$ cat config.mk
export PLATFORM = sky130hd
export DESIGN_NAME = perf_monitor
export DESIGN_NICKNAME = d
export VERILOG_FILES = /design/src/hdl/perf_monitor_pkg.sv /design/src/hdl/event_counter.sv /design/src/hdl/perf_monitor.sv
export SDC_FILE = /design/constraint.sdc
export NUM_CORES = 1
export LEC_CHECK = 0
export BUFFER_PORTS_ARGS = -buffer_cell sky130_fd_sc_hd__buf_2
export CAP_MARGIN = 40
export CORE_MARGIN = 2
export CORE_UTILIZATION = 30
export CTS_CLUSTER_SIZE = 28
export DETAILED_ROUTE_END_ITERATION = 8
export PLACE_DENSITY = 0.44
export SLEW_MARGIN = 20
export SYNTH_ARGS = -nofsm -noshare
export SYNTH_HDL_FRONTEND = slang
export SYNTH_SLANG_ARGS = --single-unit
$ cat constraint.sdc
create_clock -name core_clk_in -period 9.65 [get_ports core_clk_in]
set_clock_uncertainty 0.2 [all_clocks]
set_input_delay 1.93 -clock core_clk_in [delete_from_list [all_inputs] [get_ports core_clk_in]]
set_output_delay 1.93 -clock core_clk_in [all_outputs]
set_load 0.02 [all_outputs]
$ cat src/hdl/perf_monitor_pkg.sv
// Constants, register map and carrier types for the counter snapshot bank.
// Assumes one link, a 40 MHz core clock and an AXI4-Lite register bus.
//
// Function
// - All twelve mapping registers refresh together as one group, never singly.
// - A 0-to-1 edge of snapshot_request loads every mapping register at once.
// - With auto_snapshot_enable set, reload all mapping registers once per second.
// - ESF keeps a 10-bit CRC-6 error count: low byte 00H, bits 9:8 at 01H[5:4].
// - SF, digital-data, SLC-96 keep 12-bit framing bit errors: 02H and 03H[3:0].
// - In ESF the framing counter instead counts frame alignment bit errors.
// - Count framing position changes in a 3-bit field at 04H[2:0].
// - Count sync loss events in a 5-bit field at 05H[4:0], all formats.
// - Keep a 16-bit pattern receiver bit error count at 06H and 07H.
// - Keep a 16-bit line code violation count at 08H and 09H.
// - Digital-data format keeps a 10-bit data service error count: 0AH and 0BH[1:0].
package perf_monitor_pkg;

  // ----------------------------------------------------------------
  // Register indices; byte address is four times the index
  // ----------------------------------------------------------------
  localparam logic [5:0] IDX_CRC_LOW      = 6'h00;
  localparam logic [5:0] IDX_CRC_HIGH     = 6'h01;
  localparam logic [5:0] IDX_FRAMING_LOW  = 6'h02;
  localparam logic [5:0] IDX_FRAMING_HIGH = 6'h03;
  localparam logic [5:0] IDX_ALIGN_CHANGE = 6'h04;
  localparam logic [5:0] IDX_SYNC_LOSS    = 6'h05;
  localparam logic [5:0] IDX_PATTERN_LOW  = 6'h06;
  localparam logic [5:0] IDX_PATTERN_HIGH = 6'h07;
  localparam logic [5:0] IDX_LCV_LOW      = 6'h08;
  localparam logic [5:0] IDX_LCV_HIGH     = 6'h09;
  localparam logic [5:0] IDX_DDS_LOW      = 6'h0A;
  localparam logic [5:0] IDX_DDS_HIGH     = 6'h0B;
  localparam logic [5:0] IDX_CONTROL      = 6'h10;
  localparam logic [5:0] IDX_FORMAT       = 6'h11;
  localparam logic [5:0] IDX_IRQ_STATUS   = 6'h12;
  localparam logic [5:0] IDX_IRQ_MASK     = 6'h13;

  localparam int ADDR_W = 8;
  localparam int INDEX_LSB = 2;

  // ----------------------------------------------------------------
  // Field positions
  // ----------------------------------------------------------------
  localparam int CTRL_AUTO_BIT    = 0;
  localparam int CTRL_REQUEST_BIT = 1;
  localparam int CRC_HIGH_LSB     = 4;
  localparam int IRQ_SNAPSHOT_BIT = 0;
  localparam int IRQ_WRAP_BIT     = 1;
  localparam int IRQ_W            = 2;

  // ----------------------------------------------------------------
  // Counter widths
  // ----------------------------------------------------------------
  localparam int CRC_W     = 10;
  localparam int FRAMING_W = 12;
  localparam int ALIGN_W   = 3;
  localparam int SYNC_W    = 5;
  localparam int PATTERN_W = 16;
  localparam int LCV_W     = 16;
  localparam int DDS_W     = 10;

  // ----------------------------------------------------------------
  // Timing
  // ----------------------------------------------------------------
  localparam longint CLOCK_HZ       = 40000000;
  localparam longint SECOND_MS      = 1000;
  localparam longint SECOND_CYCLES  = CLOCK_HZ * SECOND_MS / 1000;

  // ----------------------------------------------------------------
  // AXI responses and reset values
  // ----------------------------------------------------------------
  localparam logic [1:0]  RESP_OKAY   = 2'h0;
  localparam logic [1:0]  RESP_SLVERR = 2'h2;
  localparam logic [31:0] ZERO_WORD   = 32'h0000_0000;

  typedef enum logic [1:0] {
    FMT_SF,
    FMT_ESF,
    FMT_DIGITAL_DATA,
    FMT_SLC96
  } frame_format_type;

  // Event strobes from the framer, one cycle each
  typedef struct packed {
    logic crc_error;
    logic framing_error;
    logic alignment_change;
    logic sync_loss;
    logic pattern_error;
    logic line_code_violation;
    logic data_service_error;
  } event_strobe_type;

  // Snapshot image of every live counter
  typedef struct packed {
    logic [CRC_W-1:0]     crc;
    logic [FRAMING_W-1:0] framing;
    logic [ALIGN_W-1:0]   align;
    logic [SYNC_W-1:0]    sync;
    logic [PATTERN_W-1:0] pattern;
    logic [LCV_W-1:0]     line_code_violation_count;
    logic [DDS_W-1:0]     dds;
  } counter_set_type;

endpackage

$ cat src/hdl/event_counter.sv
// Saturation-free event counter, cleared as the group is captured.
// Assumes the clear strobe comes from the snapshot logic.
module event_counter #(
  parameter int WIDTH = 8
) (
  input  wire logic             core_clk_in,
  input  wire logic             rst_in,
  input  wire logic             event_in,
  input  wire logic             clear_in,
  output logic      [WIDTH-1:0] count_out
);

  // An event in the capture cycle starts the new interval rather than being lost
  always_ff @(posedge core_clk_in or posedge rst_in)
  begin
    if (rst_in)
      count_out <= '0;
    else if (clear_in)
      count_out <= WIDTH'(event_in);
    else if (event_in)
      count_out <= count_out + WIDTH'(1);
  end

endmodule

$ cat src/hdl/perf_monitor.sv
// Performance monitor counter snapshot bank for one framer link.
// Assumes single-cycle event strobes synchronous to core_clk_in.
module perf_monitor #(
  parameter longint SECOND_CYCLES = perf_monitor_pkg::SECOND_CYCLES
) (
  input  wire logic                               core_clk_in,
  input  wire logic                               rst_in,
  input  wire perf_monitor_pkg::event_strobe_type events_in,
  input  wire logic [7:0]                         s_axi_awaddr,
  input  wire logic                               s_axi_awvalid,
  output logic                                    s_axi_awready,
  input  wire logic [31:0]                        s_axi_wdata,
  input  wire logic [3:0]                         s_axi_wstrb,
  input  wire logic                               s_axi_wvalid,
  output logic                                    s_axi_wready,
  output logic [1:0]                              s_axi_bresp,
  output logic                                    s_axi_bvalid,
  input  wire logic                               s_axi_bready,
  input  wire logic [7:0]                         s_axi_araddr,
  input  wire logic                               s_axi_arvalid,
  output logic                                    s_axi_arready,
  output logic [31:0]                             s_axi_rdata,
  output logic [1:0]                              s_axi_rresp,
  output logic                                    s_axi_rvalid,
  input  wire logic                               s_axi_rready,
  output logic                                    irq_out
);

  // ----------------------------------------------------------------
  // Control state
  // ----------------------------------------------------------------
  logic                                  auto_snapshot_enable_r;
  logic                                  snapshot_request_r;
  perf_monitor_pkg::frame_format_type    format_r;
  logic [perf_monitor_pkg::IRQ_W-1:0]    irq_status_r;
  logic [perf_monitor_pkg::IRQ_W-1:0]    irq_mask_r;
  logic [31:0]                           second_count_r;
  perf_monitor_pkg::counter_set_type     live;
  perf_monitor_pkg::counter_set_type     snap_r;
  logic                                  capture;
  logic                                  second_tick;
  logic                                  request_rise;
  logic                                  any_full;

  // ----------------------------------------------------------------
  // Write channel
  // ----------------------------------------------------------------
  logic        aw_held_r;
  logic        w_held_r;
  logic [7:0]  aw_addr_r;
  logic [31:0] w_data_r;
  logic [3:0]  w_strb_r;
  logic        do_write;
  logic [5:0]  w_index;

  assign do_write = aw_held_r && w_held_r && !s_axi_bvalid;
  assign w_index  = aw_addr_r[perf_monitor_pkg::INDEX_LSB +: 6];

  always_ff @(posedge core_clk_in or posedge rst_in)
  begin
    if (rst_in)
    begin
      aw_held_r     <= 1'b0;
      w_held_r      <= 1'b0;
      aw_addr_r     <= '0;
      w_data_r      <= perf_monitor_pkg::ZERO_WORD;
      w_strb_r      <= '0;
      s_axi_awready <= 1'b0;
      s_axi_wready  <= 1'b0;
      s_axi_bvalid  <= 1'b0;
      s_axi_bresp   <= perf_monitor_pkg::RESP_OKAY;
    end
    else
    begin
      s_axi_awready <= !aw_held_r && !s_axi_awready && s_axi_awvalid;
      s_axi_wready  <= !w_held_r && !s_axi_wready && s_axi_wvalid;
      if (s_axi_awvalid && s_axi_awready)
      begin
        aw_held_r <= 1'b1;
        aw_addr_r <= s_axi_awaddr;
      end
      if (s_axi_wvalid && s_axi_wready)
      begin
        w_held_r <= 1'b1;
        w_data_r <= s_axi_wdata;
        w_strb_r <= s_axi_wstrb;
      end
      if (do_write)
      begin
        aw_held_r    <= 1'b0;
        w_held_r     <= 1'b0;
        s_axi_bvalid <= 1'b1;
        case (w_index)
          perf_monitor_pkg::IDX_CONTROL,
          perf_monitor_pkg::IDX_FORMAT,
          perf_monitor_pkg::IDX_IRQ_STATUS,
          perf_monitor_pkg::IDX_IRQ_MASK: s_axi_bresp <= perf_monitor_pkg::RESP_OKAY;
          default:                        s_axi_bresp <= perf_monitor_pkg::RESP_SLVERR;
        endcase
      end
      else if (s_axi_bvalid && s_axi_bready)
        s_axi_bvalid <= 1'b0;
    end
  end

  // ----------------------------------------------------------------
  // Control and format registers
  // ----------------------------------------------------------------
  logic ctrl_write;
  assign ctrl_write = do_write && w_strb_r[0] && (w_index == perf_monitor_pkg::IDX_CONTROL);

  always_ff @(posedge core_clk_in or posedge rst_in)
  begin
    if (rst_in)
    begin
      auto_snapshot_enable_r <= 1'b0;
      snapshot_request_r     <= 1'b0;
      format_r               <= perf_monitor_pkg::FMT_SF;
      irq_mask_r             <= '0;
    end
    else if (do_write && w_strb_r[0])
    begin
      case (w_index)
        perf_monitor_pkg::IDX_CONTROL:
        begin
          auto_snapshot_enable_r <= w_data_r[perf_monitor_pkg::CTRL_AUTO_BIT];
          snapshot_request_r     <= w_data_r[perf_monitor_pkg::CTRL_REQUEST_BIT];
        end
        perf_monitor_pkg::IDX_FORMAT:
          format_r <= perf_monitor_pkg::frame_format_type'(w_data_r[1:0]);
        perf_monitor_pkg::IDX_IRQ_MASK:
          irq_mask_r <= w_data_r[perf_monitor_pkg::IRQ_W-1:0];
        default:
          ;
      endcase
    end
  end

  // Only a written 0-to-1 change triggers; rewriting a 1 does nothing
  assign request_rise = ctrl_write && !snapshot_request_r
                        && w_data_r[perf_monitor_pkg::CTRL_REQUEST_BIT];

  // ----------------------------------------------------------------
  // One-second timer
  // ----------------------------------------------------------------
  always_ff @(posedge core_clk_in or posedge rst_in)
  begin
    if (rst_in)
      second_count_r <= '0;
    else if (!auto_snapshot_enable_r || second_tick)
      second_count_r <= '0;
    else
      second_count_r <= second_count_r + 32'h0000_0001;
  end

  assign second_tick = auto_snapshot_enable_r
                       && (second_count_r == 32'(SECOND_CYCLES - 1));
  assign capture     = request_rise || second_tick;

  // ----------------------------------------------------------------
  // Live counters; CRC and data service counts gated by frame format
  // ----------------------------------------------------------------
  logic is_esf;
  logic is_dd;
  assign is_esf = (format_r == perf_monitor_pkg::FMT_ESF);
  assign is_dd  = (format_r == perf_monitor_pkg::FMT_DIGITAL_DATA);

  event_counter #(.WIDTH(perf_monitor_pkg::CRC_W)) crc_counter (
    .core_clk_in (core_clk_in),
    .rst_in      (rst_in),
    .event_in    (events_in.crc_error && is_esf),
    .clear_in    (capture),
    .count_out   (live.crc)
  );

  // Same counter: F bit errors outside ESF, alignment bit errors in ESF
  event_counter #(.WIDTH(perf_monitor_pkg::FRAMING_W)) framing_counter (
    .core_clk_in (core_clk_in),
    .rst_in      (rst_in),
    .event_in    (events_in.framing_error),
    .clear_in    (capture),
    .count_out   (live.framing)
  );

  event_counter #(.WIDTH(perf_monitor_pkg::ALIGN_W)) align_counter (
    .core_clk_in (core_clk_in),
    .rst_in      (rst_in),
    .event_in    (events_in.alignment_change),
    .clear_in    (capture),
    .count_out   (live.align)
  );

  event_counter #(.WIDTH(perf_monitor_pkg::SYNC_W)) sync_counter (
    .core_clk_in (core_clk_in),
    .rst_in      (rst_in),
    .event_in    (events_in.sync_loss),
    .clear_in    (capture),
    .count_out   (live.sync)
  );

  event_counter #(.WIDTH(perf_monitor_pkg::PATTERN_W)) pattern_counter (
    .core_clk_in (core_clk_in),
    .rst_in      (rst_in),
    .event_in    (events_in.pattern_error),
    .clear_in    (capture),
    .count_out   (live.pattern)
  );

  event_counter #(.WIDTH(perf_monitor_pkg::LCV_W)) lcv_counter (
    .core_clk_in (core_clk_in),
    .rst_in      (rst_in),
    .event_in    (events_in.line_code_violation),
    .clear_in    (capture),
    .count_out   (live.line_code_violation_count)
  );

  event_counter #(.WIDTH(perf_monitor_pkg::DDS_W)) dds_counter (
    .core_clk_in (core_clk_in),
    .rst_in      (rst_in),
    .event_in    (events_in.data_service_error && is_dd),
    .clear_in    (capture),
    .count_out   (live.dds)
  );

  // ----------------------------------------------------------------
  // Snapshot bank
  // ----------------------------------------------------------------
  // Loaded only on capture, so multi-byte reads never tear
  always_ff @(posedge core_clk_in or posedge rst_in)
  begin
    if (rst_in)
      snap_r <= '0;
    else if (capture)
      snap_r <= live;
  end

  // A counter at all ones means the interval may have wrapped
  assign any_full = capture && ((&live.crc) || (&live.framing) || (&live.align)
                    || (&live.sync) || (&live.pattern) || (&live.line_code_violation_count) || (&live.dds));

  // ----------------------------------------------------------------
  // Interrupt status: set wins over write-one-to-clear
  // ----------------------------------------------------------------
  logic [perf_monitor_pkg::IRQ_W-1:0] irq_set;
  logic [perf_monitor_pkg::IRQ_W-1:0] irq_clear;

  always_comb
  begin
    irq_set = '0;
    irq_set[perf_monitor_pkg::IRQ_SNAPSHOT_BIT] = capture;
    irq_set[perf_monitor_pkg::IRQ_WRAP_BIT]     = any_full;
    irq_clear = '0;
    if (do_write && w_strb_r[0] && (w_index == perf_monitor_pkg::IDX_IRQ_STATUS))
      irq_clear = w_data_r[perf_monitor_pkg::IRQ_W-1:0];
  end

  always_ff @(posedge core_clk_in or posedge rst_in)
  begin
    if (rst_in)
      irq_status_r <= '0;
    else
      irq_status_r <= (irq_status_r & ~irq_clear) | irq_set;
  end

  always_ff @(posedge core_clk_in or posedge rst_in)
  begin
    if (rst_in)
      irq_out <= 1'b0;
    else
      irq_out <= |(((irq_status_r & ~irq_clear) | irq_set) & irq_mask_r);
  end

  // ----------------------------------------------------------------
  // Read channel
  // ----------------------------------------------------------------
  logic [5:0]  r_index;
  logic [31:0] r_word;
  logic        r_hit;
  assign r_index = s_axi_araddr[perf_monitor_pkg::INDEX_LSB +: 6];

  always_comb
  begin
    r_word = perf_monitor_pkg::ZERO_WORD;
    r_hit  = 1'b1;
    case (r_index)
      perf_monitor_pkg::IDX_CRC_LOW:      r_word[7:0] = snap_r.crc[7:0];
      perf_monitor_pkg::IDX_CRC_HIGH:
        r_word[perf_monitor_pkg::CRC_HIGH_LSB +: 2] = snap_r.crc[9:8];
      perf_monitor_pkg::IDX_FRAMING_LOW:  r_word[7:0] = snap_r.framing[7:0];
      perf_monitor_pkg::IDX_FRAMING_HIGH: r_word[3:0] = snap_r.framing[11:8];
      perf_monitor_pkg::IDX_ALIGN_CHANGE: r_word[2:0] = snap_r.align;
      perf_monitor_pkg::IDX_SYNC_LOSS:    r_word[4:0] = snap_r.sync;
      perf_monitor_pkg::IDX_PATTERN_LOW:  r_word[7:0] = snap_r.pattern[7:0];
      perf_monitor_pkg::IDX_PATTERN_HIGH: r_word[7:0] = snap_r.pattern[15:8];
      perf_monitor_pkg::IDX_LCV_LOW:      r_word[7:0] = snap_r.line_code_violation_count[7:0];
      perf_monitor_pkg::IDX_LCV_HIGH:     r_word[7:0] = snap_r.line_code_violation_count[15:8];
      perf_monitor_pkg::IDX_DDS_LOW:      r_word[7:0] = snap_r.dds[7:0];
      perf_monitor_pkg::IDX_DDS_HIGH:     r_word[1:0] = snap_r.dds[9:8];
      perf_monitor_pkg::IDX_CONTROL:
      begin
        r_word[perf_monitor_pkg::CTRL_AUTO_BIT]    = auto_snapshot_enable_r;
        r_word[perf_monitor_pkg::CTRL_REQUEST_BIT] = snapshot_request_r;
      end
      perf_monitor_pkg::IDX_FORMAT:       r_word[1:0] = format_r;
      perf_monitor_pkg::IDX_IRQ_STATUS:   r_word[perf_monitor_pkg::IRQ_W-1:0] = irq_status_r;
      perf_monitor_pkg::IDX_IRQ_MASK:     r_word[perf_monitor_pkg::IRQ_W-1:0] = irq_mask_r;
      default:                            r_hit = 1'b0;
    endcase
  end

  always_ff @(posedge core_clk_in or posedge rst_in)
  begin
    if (rst_in)
    begin
      s_axi_arready <= 1'b0;
      s_axi_rvalid  <= 1'b0;
      s_axi_rdata   <= perf_monitor_pkg::ZERO_WORD;
      s_axi_rresp   <= perf_monitor_pkg::RESP_OKAY;
    end
    else
    begin
      s_axi_arready <= s_axi_arvalid && !s_axi_arready && !s_axi_rvalid;
      if (s_axi_arvalid && s_axi_arready)
      begin
        s_axi_rvalid <= 1'b1;
        s_axi_rdata  <= r_word;
        s_axi_rresp  <= r_hit ? perf_monitor_pkg::RESP_OKAY : perf_monitor_pkg::RESP_SLVERR;
      end
      else if (s_axi_rvalid && s_axi_rready)
        s_axi_rvalid <= 1'b0;
    end
  end

endmodule

==> summary.txt, run 1 <==
Floorplan
  • Initial cell density of the core: 30.4%
  • Full die area: 35400 µm²
  • Horizontal die dimension: 188 µm
  • Area of the core: 33400 µm²
  • Site row count: 67
  • Die Ht: 188 µm
  • Number of top-level design ports: 108

STA
  • Unrepaired setup endpoints after global routing: false
  • Maximum operating frequency: 244 MHz
  • Normalized max-slew margin: 47.8%
  • Worst hold slack across all endpoints: 0.261 ns
  • Setup-failing EPs final: 0
  • Shortest period the worst path allows: 4.09 ns
  • Number of pins with negative max-slew slack in the final report: 0
  • Share of the clock period used by the worst path after layout: 42.4%
  • Total negative slack for setup checks: 0 ns
  • Final Hold Violating Endpoints: 0
  • Measured slew at the worst slew-check pin: 0.783 ns

Logic synthesis
  • Top cells by instance count after synthesis: 211 x sky130_fd_sc_hd__dfrtp_1, 118 x sky130_fd_sc_hd__nor2_1, 59 x sky130_fd_sc_hd__xor2_1
  • Count of unique library cells instantiated by Yosys: 54
  • Top-area cell type share of the netlist area: 51.9%
  • Synth Instances: 912
  • Number of synthesis warnings: 0
  • Flip-flop and latch count after synthesis: 211
  • Most used flip-flop cell after synthesis: sky130_fd_sc_hd__dfrtp_1
  • Share of the yosys chip area belonging to registers: 51.9%
  • Most common cell in the synthesized netlist: sky130_fd_sc_hd__dfrtp_1
  • Number of flops mapped to enable cells by yosys: 0
  • Post-synthesis area per instance: 11.2 µm²
  • Synthesized cell area: 10200 µm²
  • Ranking of synthesized cells by area: sky130_fd_sc_hd__dfrtp_1 52%, sky130_fd_sc_hd__mux2_2 6.0%, sky130_fd_sc_hd__mux2_4 5.5%, sky130_fd_sc_hd__xor2_1 5.1%, sky130_fd_sc_hd__nor2_1 4.4%
  • Cell type with the largest total area after synthesis: sky130_fd_sc_hd__dfrtp_1
  • Async set or reset register ratio after synthesis: 100%

Clocking
  • CTS tree: done
  • Buffer depth of the longest clock path: 3
  • Number of clock buffers inserted by TritonCTS: 26
  • Clock tree root buffer cell: sky130_fd_sc_hd__clkbuf_16
  • CTS sink count: 211
  • Post-CTS Resized: 0
  • Clock slew at the register clock pins of the worst setup and hold paths: 0.05 ns
  • Clk Latency, worst-skew pair: 0.52 ns
  • Max H-tree Level: 1
  • Cts-stage hold buffer count: 0
  • Number of setup buffers added after CTS: 0

Critical path
  • Count of buffer and inverter cells on the critical path: 1
  • Worst r2r src: second_count_r[16]
  • Reg-to-reg setup timing slack: 5.56 ns
  • Most common cell type on the critical path: sky130_fd_sc_hd__or4_4
  • Critical setup path kind: reg -> reg
  • Crit path from: second_count_r[16]
  • Crit-path leading delay family: simple AND/OR/NAND/NOR gates
  • CP max stage cell: sky130_fd_sc_hd__or4_4
  • Worst Setup End Kind: register
  • Crit path launch type: register
  • Crit path max fanout: 47
  • Largest stage delay on the critical path: 0.67 ns
  • Crit-path cells: or4b_1, or4_4, or4_4, nand2_2, buf_4, mux2_2
  • Required time reported for the critical path endpoint: 9.85 ns
  • Worst endpoint data arrival time: 4.29 ns

Placement
  • Total of buffers placed on input and output ports: 44
  • Routability congestion estimate: 0.735
  • Placed Instances: 1379
  • DPL Wire Length: 16200 µm

Power
  • IR Drop Worst-Case VDD: 0.000154 V
  • Static Leakage: 5.45 nW
  • Power Total: 2.50 mW
  • Total power density per cell area: 212 nW/µm²

Final layout
  • Area taken by flip-flops and latches: 5280 µm²
  • Post-route insts no fill: 1427
  • Utilization after layout: 35.2%
  • Fillers: 3400
  • Area of the multi-input gates: 4590 µm²
  • Number of nets in the layout: 1037
  • Number of antenna diodes: 0
  • Fraction of final layout cells with drive strength greater than 1: 21.1%
  • Layout overhead on the synthesized area: 15.7%

Drt
  • Initial DRT Pass Iterations: 5
  • Via density per instance: 4.75
  • Antenna-violating nets left: 0
  • Iteration-0 DRC count of the detailed router: 377
  • Via Count: 6772
  • Routed wire per std cell: 16.9 µm
  • Detailed Route WL: 24100 µm
  • Total DRC errors in the routed layout: 0

Outcome
  • Outcome: complete, no violations

GRT
  • Vias in the first global route: 6897
  • Leftover overflow at the end of global routing: 0
  • Overall fraction of global-route tracks in use: 13.9%
  • Maximum number of pins on one net before global-route repair: 81
  • Antenna violations before repair: 0
  • Global-route wire length before repair: 39700 µm

Min path
  • Type of the worst min-delay path: reg -> reg
  • Startpoint of the most critical hold path: aw_held_r

Job
  • Max-cap violations: 0
-- per-stage QoR --
| step | worst slack, ns | cell area [µm²] |
|---|---|---|
| after floorplan | 1.75 | 10300 |
| after global placement | 5.27 | 10800 |
| after detailed placement | 5.23 | 10900 |
| after CTS | 5.49 | 11700 |
| after global routing | 5.32 | 11800 |
| final | 5.56 | 11800 |
-- sequential cells by signal (all words and copies together) (netlist names), 2 cells and up --
signal                     cells
w_data_r                       2
sync_counter.count_out         5
crc_counter.count_out         10
dds_counter.count_out         10
second_count_r                32
irq_status_r                   2
pattern_counter.count_out     16
format_r                       2
align_counter.count_out        3
framing_counter.count_out     12
irq_mask_r                     2
snap_r                        72
aw_addr_r                      6
s_axi_rdata                    8
lcv_counter.count_out         16
-- metal layers --
layer	track usage (%)	vias up	share of wire, %
met4	3.69	0	2.3
met2	20.6	109	43
met1	20.9	3373	51
met3	2.29	31	4.1
met5	0	-	0
li1	-	3259	-
-- worst paths after layout --
| path | to | cells after the start |
|---|---|---|
| setup / recovery | snap_r[46] | 6 |
| hold / removal | s_axi_awready | 1 |
| setup reg to reg | snap_r[46] | 6 |
| hold reg to reg | s_axi_awready | 1 |
| max in group asynchronous | s_axi_rdata[2] | 4 |
| min in group asynchronous | align_counter.count_out[0] | 2 |
-- cell type report --
class                           instances  area share [%]
Multi-Input combinational cell        649            39.0
Timing Repair Buffer                   60            3.40
Inverter                               13           0.478
Tap cell                              448            4.76
Sequential cell                       211            44.8
Clock inverter                          6           0.680
Clock buffer                           40            6.91
-- kinds of logic after synthesis --
group           after synthesis  share of synthesized area [%]
flops                       211                           51.9
fa+ha+maj                    11                           1.33
simple gates                336                           16.4
mux                         107                           13.0
buf+inv                      77                           4.34
other cells                   1                         0.0368
xor+xnor                     92                           7.92
compound gates               77                           5.06
-- placed cells by master (no fill, tap or decap), types with 7 or more instances in the layout --
cell                          n
sky130_fd_sc_hd__a22o_1      10
sky130_fd_sc_hd__mux2_4      37
sky130_fd_sc_hd__buf_2       44
sky130_fd_sc_hd__a21oi_1     13
sky130_fd_sc_hd__and3_1      18
sky130_fd_sc_hd__nor3_1       9
sky130_fd_sc_hd__clkbuf_16   27
sky130_fd_sc_hd__nor4_1       7
sky130_fd_sc_hd__mux2i_1     16
sky130_fd_sc_hd__nor2_1     118
sky130_fd_sc_hd__nand3_1     53
sky130_fd_sc_hd__dfrtp_1    211
sky130_fd_sc_hd__clkbuf_8     9
sky130_fd_sc_hd__conb_1      26
sky130_fd_sc_hd__ha_1        10
sky130_fd_sc_hd__nand2_1     53
sky130_fd_sc_hd__buf_4       12
sky130_fd_sc_hd__inv_1       12
sky130_fd_sc_hd__nand4_1     33
sky130_fd_sc_hd__a221oi_1     7
sky130_fd_sc_hd__and4_1       9
sky130_fd_sc_hd__xnor2_1     33
sky130_fd_sc_hd__mux2_2      54
sky130_fd_sc_hd__xor2_1      59
sky130_fd_sc_hd__o21ai_0     25
-- where the power goes --
part / switching, mW / total, mW / leakage [nW] / internal [mW]
clock network: 0.373 / 1.00 / 0.446 / 0.628
registers: 0.143 / 1.16 / 2.84 / 1.01
logic: 0.186 / 0.344 / 2.16 / 0.158
total: 0.702 / 2.50 / 5.45 / 1.80
(Power assumes the default switching activity.)
==> inputs of run 2 (changes only) <==
clock period = 4.16 ns   (was 9.65 ns; I/O delays follow)
==> run 2 against run 1 <==
  * Worst setup slack lost 4.9 ns
  * Combinational power grew 130%
  * Final cell count grew 0.49%
  * Power grew 130%
  * Critical endpoint is now snap_r[37]
  * Largest power group unchanged
==> summary.txt, run 2 (same netlist as run 1, synthesis figures left out) <==
Outcome
  • Outcome: complete, no violations

Floorplan
  • Initial cell density of the core: 30.4% (unchanged)
  • Number of top-level design ports: 108 (unchanged)
  • Horizontal die dimension: 188 µm (unchanged)
  • Die Ht: 188 µm (unchanged)
  • Full die area: 35400 µm² (unchanged)
  • Area of the core: 33400 µm² (unchanged)
  • Site row count: 67 (unchanged)

Placement
  • Placed Instances: 1388 (+0.65%)
  • Total of buffers placed on input and output ports: 44 (unchanged)
  • DPL Wire Length: 16700 µm (+2.8%)
  • Placement-stage worst setup slack: 0.636 ns (-4.59 ns)
  • Instance area after placement: 10900 µm² (+0.86%)
  • Routability congestion estimate: 0.759 (+3.3%)

STA
  • Maximum operating frequency: 285 MHz (+17%)
  • Measured slew at the worst slew-check pin: 0.664 ns (-0.119 ns)
  • Share of the clock period used by the worst path after layout: 84.3% (+42 points)
  • Normalized max-slew margin: 55.7% (+7.9 points)
  • Number of pins with negative max-slew slack in the final report: 0 (unchanged)
  • Setup-failing EPs final: 0 (unchanged)
  • Final critical-path setup slack: 0.651 ns (-4.90 ns)
  • Final Hold Violating Endpoints: 0 (unchanged)
  • Unrepaired setup endpoints after global routing: false
  • Shortest period the worst path allows: 3.51 ns (-0.585 ns)
  • Total negative slack for setup checks: 0 ns (unchanged)

Drt
  • Total DRC errors in the routed layout: 0 (unchanged)
  • Initial DRT Pass Iterations: 7 (+2)
  • Iteration-0 DRC count of the detailed router: 358 (-5.0%)
  • Via density per instance: 4.69 (-1.1%)
  • Via Count: 6731 (-0.61%)
  • Detailed Route WL: 24400 µm (+1.4%)
  • Routed wire per std cell: 17.0 µm (+0.88%)
  • Antenna-violating nets left: 0 (unchanged)

Clocking
  • CTS tree: done
  • Number of clock buffers inserted by TritonCTS: 26 (unchanged)
  • Number of setup buffers added after CTS: 0 (unchanged)
  • Clk Latency, worst-skew pair: 0.53 ns (about the same)
  • CTS sink count: 211 (unchanged)
  • Clock tree root buffer cell: sky130_fd_sc_hd__clkbuf_16
  • Post-CTS Resized: 0 (unchanged)
  • Max H-tree Level: 1 (unchanged)
  • Buffer depth of the longest clock path: 3 (unchanged)
  • Clock slew at the register clock pins of the worst setup and hold paths: 0.06 ns (about the same)
  • Cts-stage hold buffer count: 0 (unchanged)

Power
  • Power Total: 5.77 mW (+130%)
  • Total power density per cell area: 488 nW/µm² (+130%)
  • IR Drop Worst-Case VDD: 0.000305 V (+99%)
  • Static Leakage: 5.46 nW (+0.25%)

Job
  • Max-cap violations: 0 (unchanged)

Critical path
  • Crit path max fanout: 30 (-36%)
  • Critical setup path kind: reg -> reg
  • Worst flop-to-flop path endpoint: snap_r[37]
  • CP endpoint: snap_r[37]
  • Worst endpoint data arrival time: 3.72 ns (-0.57 ns)
  • Worst r2r src: second_count_r[16]
  • Worst Setup End Kind: register
  • Required time reported for the critical path endpoint: 4.37 ns (-5.48 ns)
  • Reg-to-reg setup timing slack: 0.65 ns (-4.90 ns)
  • Crit path launch type: register
  • Worst r2r path cells: 6 (unchanged)
  • Crit path from: second_count_r[16]

GRT
  • Vias in the first global route: 6904 (+0.10%)
  • Leftover overflow at the end of global routing: 0 (unchanged)
  • Global-route wire length before repair: 40100 µm (+1.0%)
  • Overall fraction of global-route tracks in use: 14.1% (+0.23 points)
  • Antenna violations before repair: 0 (unchanged)
  • Maximum number of pins on one net before global-route repair: 58 (-28%)

Final layout
  • Most flops, register: snap_r
  • Leading registers by flop count: snap_r (72), second_count_r (32)
  • Most common cell after layout, fill and taps aside: sky130_fd_sc_hd__dfrtp_1
  • Area of the multi-input gates: 4590 µm² (unchanged)
  • Max reg flops: 72 (unchanged)
  • Post-route insts no fill: 1434 (+0.49%)
  • Area taken by flip-flops and latches: 5280 µm² (unchanged)
  • Fraction of final layout cells with drive strength greater than 1: 21.5% (+0.38 points)
  • Layout Cell Area excl Fill: 11800 µm² (+0.26%)
  • Leading cell types in the layout, fill and taps excluded: 211 x sky130_fd_sc_hd__dfrtp_1, 118 x sky130_fd_sc_hd__nor2_1, 59 x sky130_fd_sc_hd__xor2_1
  • Fillers: 3368 (-0.94%)
  • Layout overhead on the synthesized area: 16.1%
  • Number of nets in the layout: 1044 (+0.68%)

Min path
  • Type of the worst min-delay path: in -> async
-- run 2: cell count changes in the layout (fill, tap and decap cells not counted), sizes merged --
cell	change
clkinvlp	+2
clkbuf	-3
inv	-1
buf	+8
diode	+1
-- run 2: worst min path at each step --
stage	endpoint	start	cells past startpoint	slack, ns
after detailed placement	s_axi_awready	aw_held_r	1	0.25
after CTS	s_axi_wready	rst_in	2	0.09
final	w_held_r	rst_in	2	0.11
after floorplan	s_axi_awready	aw_held_r	1	0.22
after global placement	s_axi_wready	w_held_r	1	0.25
after global routing	s_axi_wready	rst_in	2	0.12
-- run 2: cell type report --
type                            instances  area share (%)
Clock inverter                          7           0.741
Clock buffer                           38            6.58
Multi-Input combinational cell        649            38.9
Inverter                               13           0.445
Sequential cell                       211            44.7
Timing Repair Buffer                   67            3.92
Antenna cell                            1          0.0212
Tap cell                              448            4.74
-- run 2: per-stage QoR --
| step | utilization [%] | hold slack, ns |
|---|---|---|
| floorplan | - | 0.224 |
| global placement | 32.6 | 0.248 |
| detailed placement | 32.7 | 0.251 |
| CTS | 35.3 | 0.0950 |
| global route | 35.3 | 0.116 |
| finish | 35.3 | 0.109 |
-- run 2: report_power, final --
part           switching [mW]  internal (mW)  total [mW]
sequential              0.329           2.35        2.68
clock                   0.886           1.41        2.29
combinational           0.430          0.369       0.799
-- run 2: critical path, cell delays in order, from the launching register on --
cell and delay, ns:
sky130_fd_sc_hd__dfrtp_1 0.43, sky130_fd_sc_hd__or4b_1 0.53, sky130_fd_sc_hd__or4_4 0.59, sky130_fd_sc_hd__or4_4 0.67
sky130_fd_sc_hd__and2_4 0.36, sky130_fd_sc_hd__buf_12 0.25, sky130_fd_sc_hd__mux2_4 0.32
-- run 2: layer usage --
metal | global-route usage, % | up-vias | routed length [µm]
met1 | 21.5 | 3310 | 12500
met5 | 0 | - | 0
met2 | 20.9 | 113 | 10400
li1 | - | 3272 | -
met3 | 2.25 | 36 | 1000
met4 | 3.30 | 0 | 512
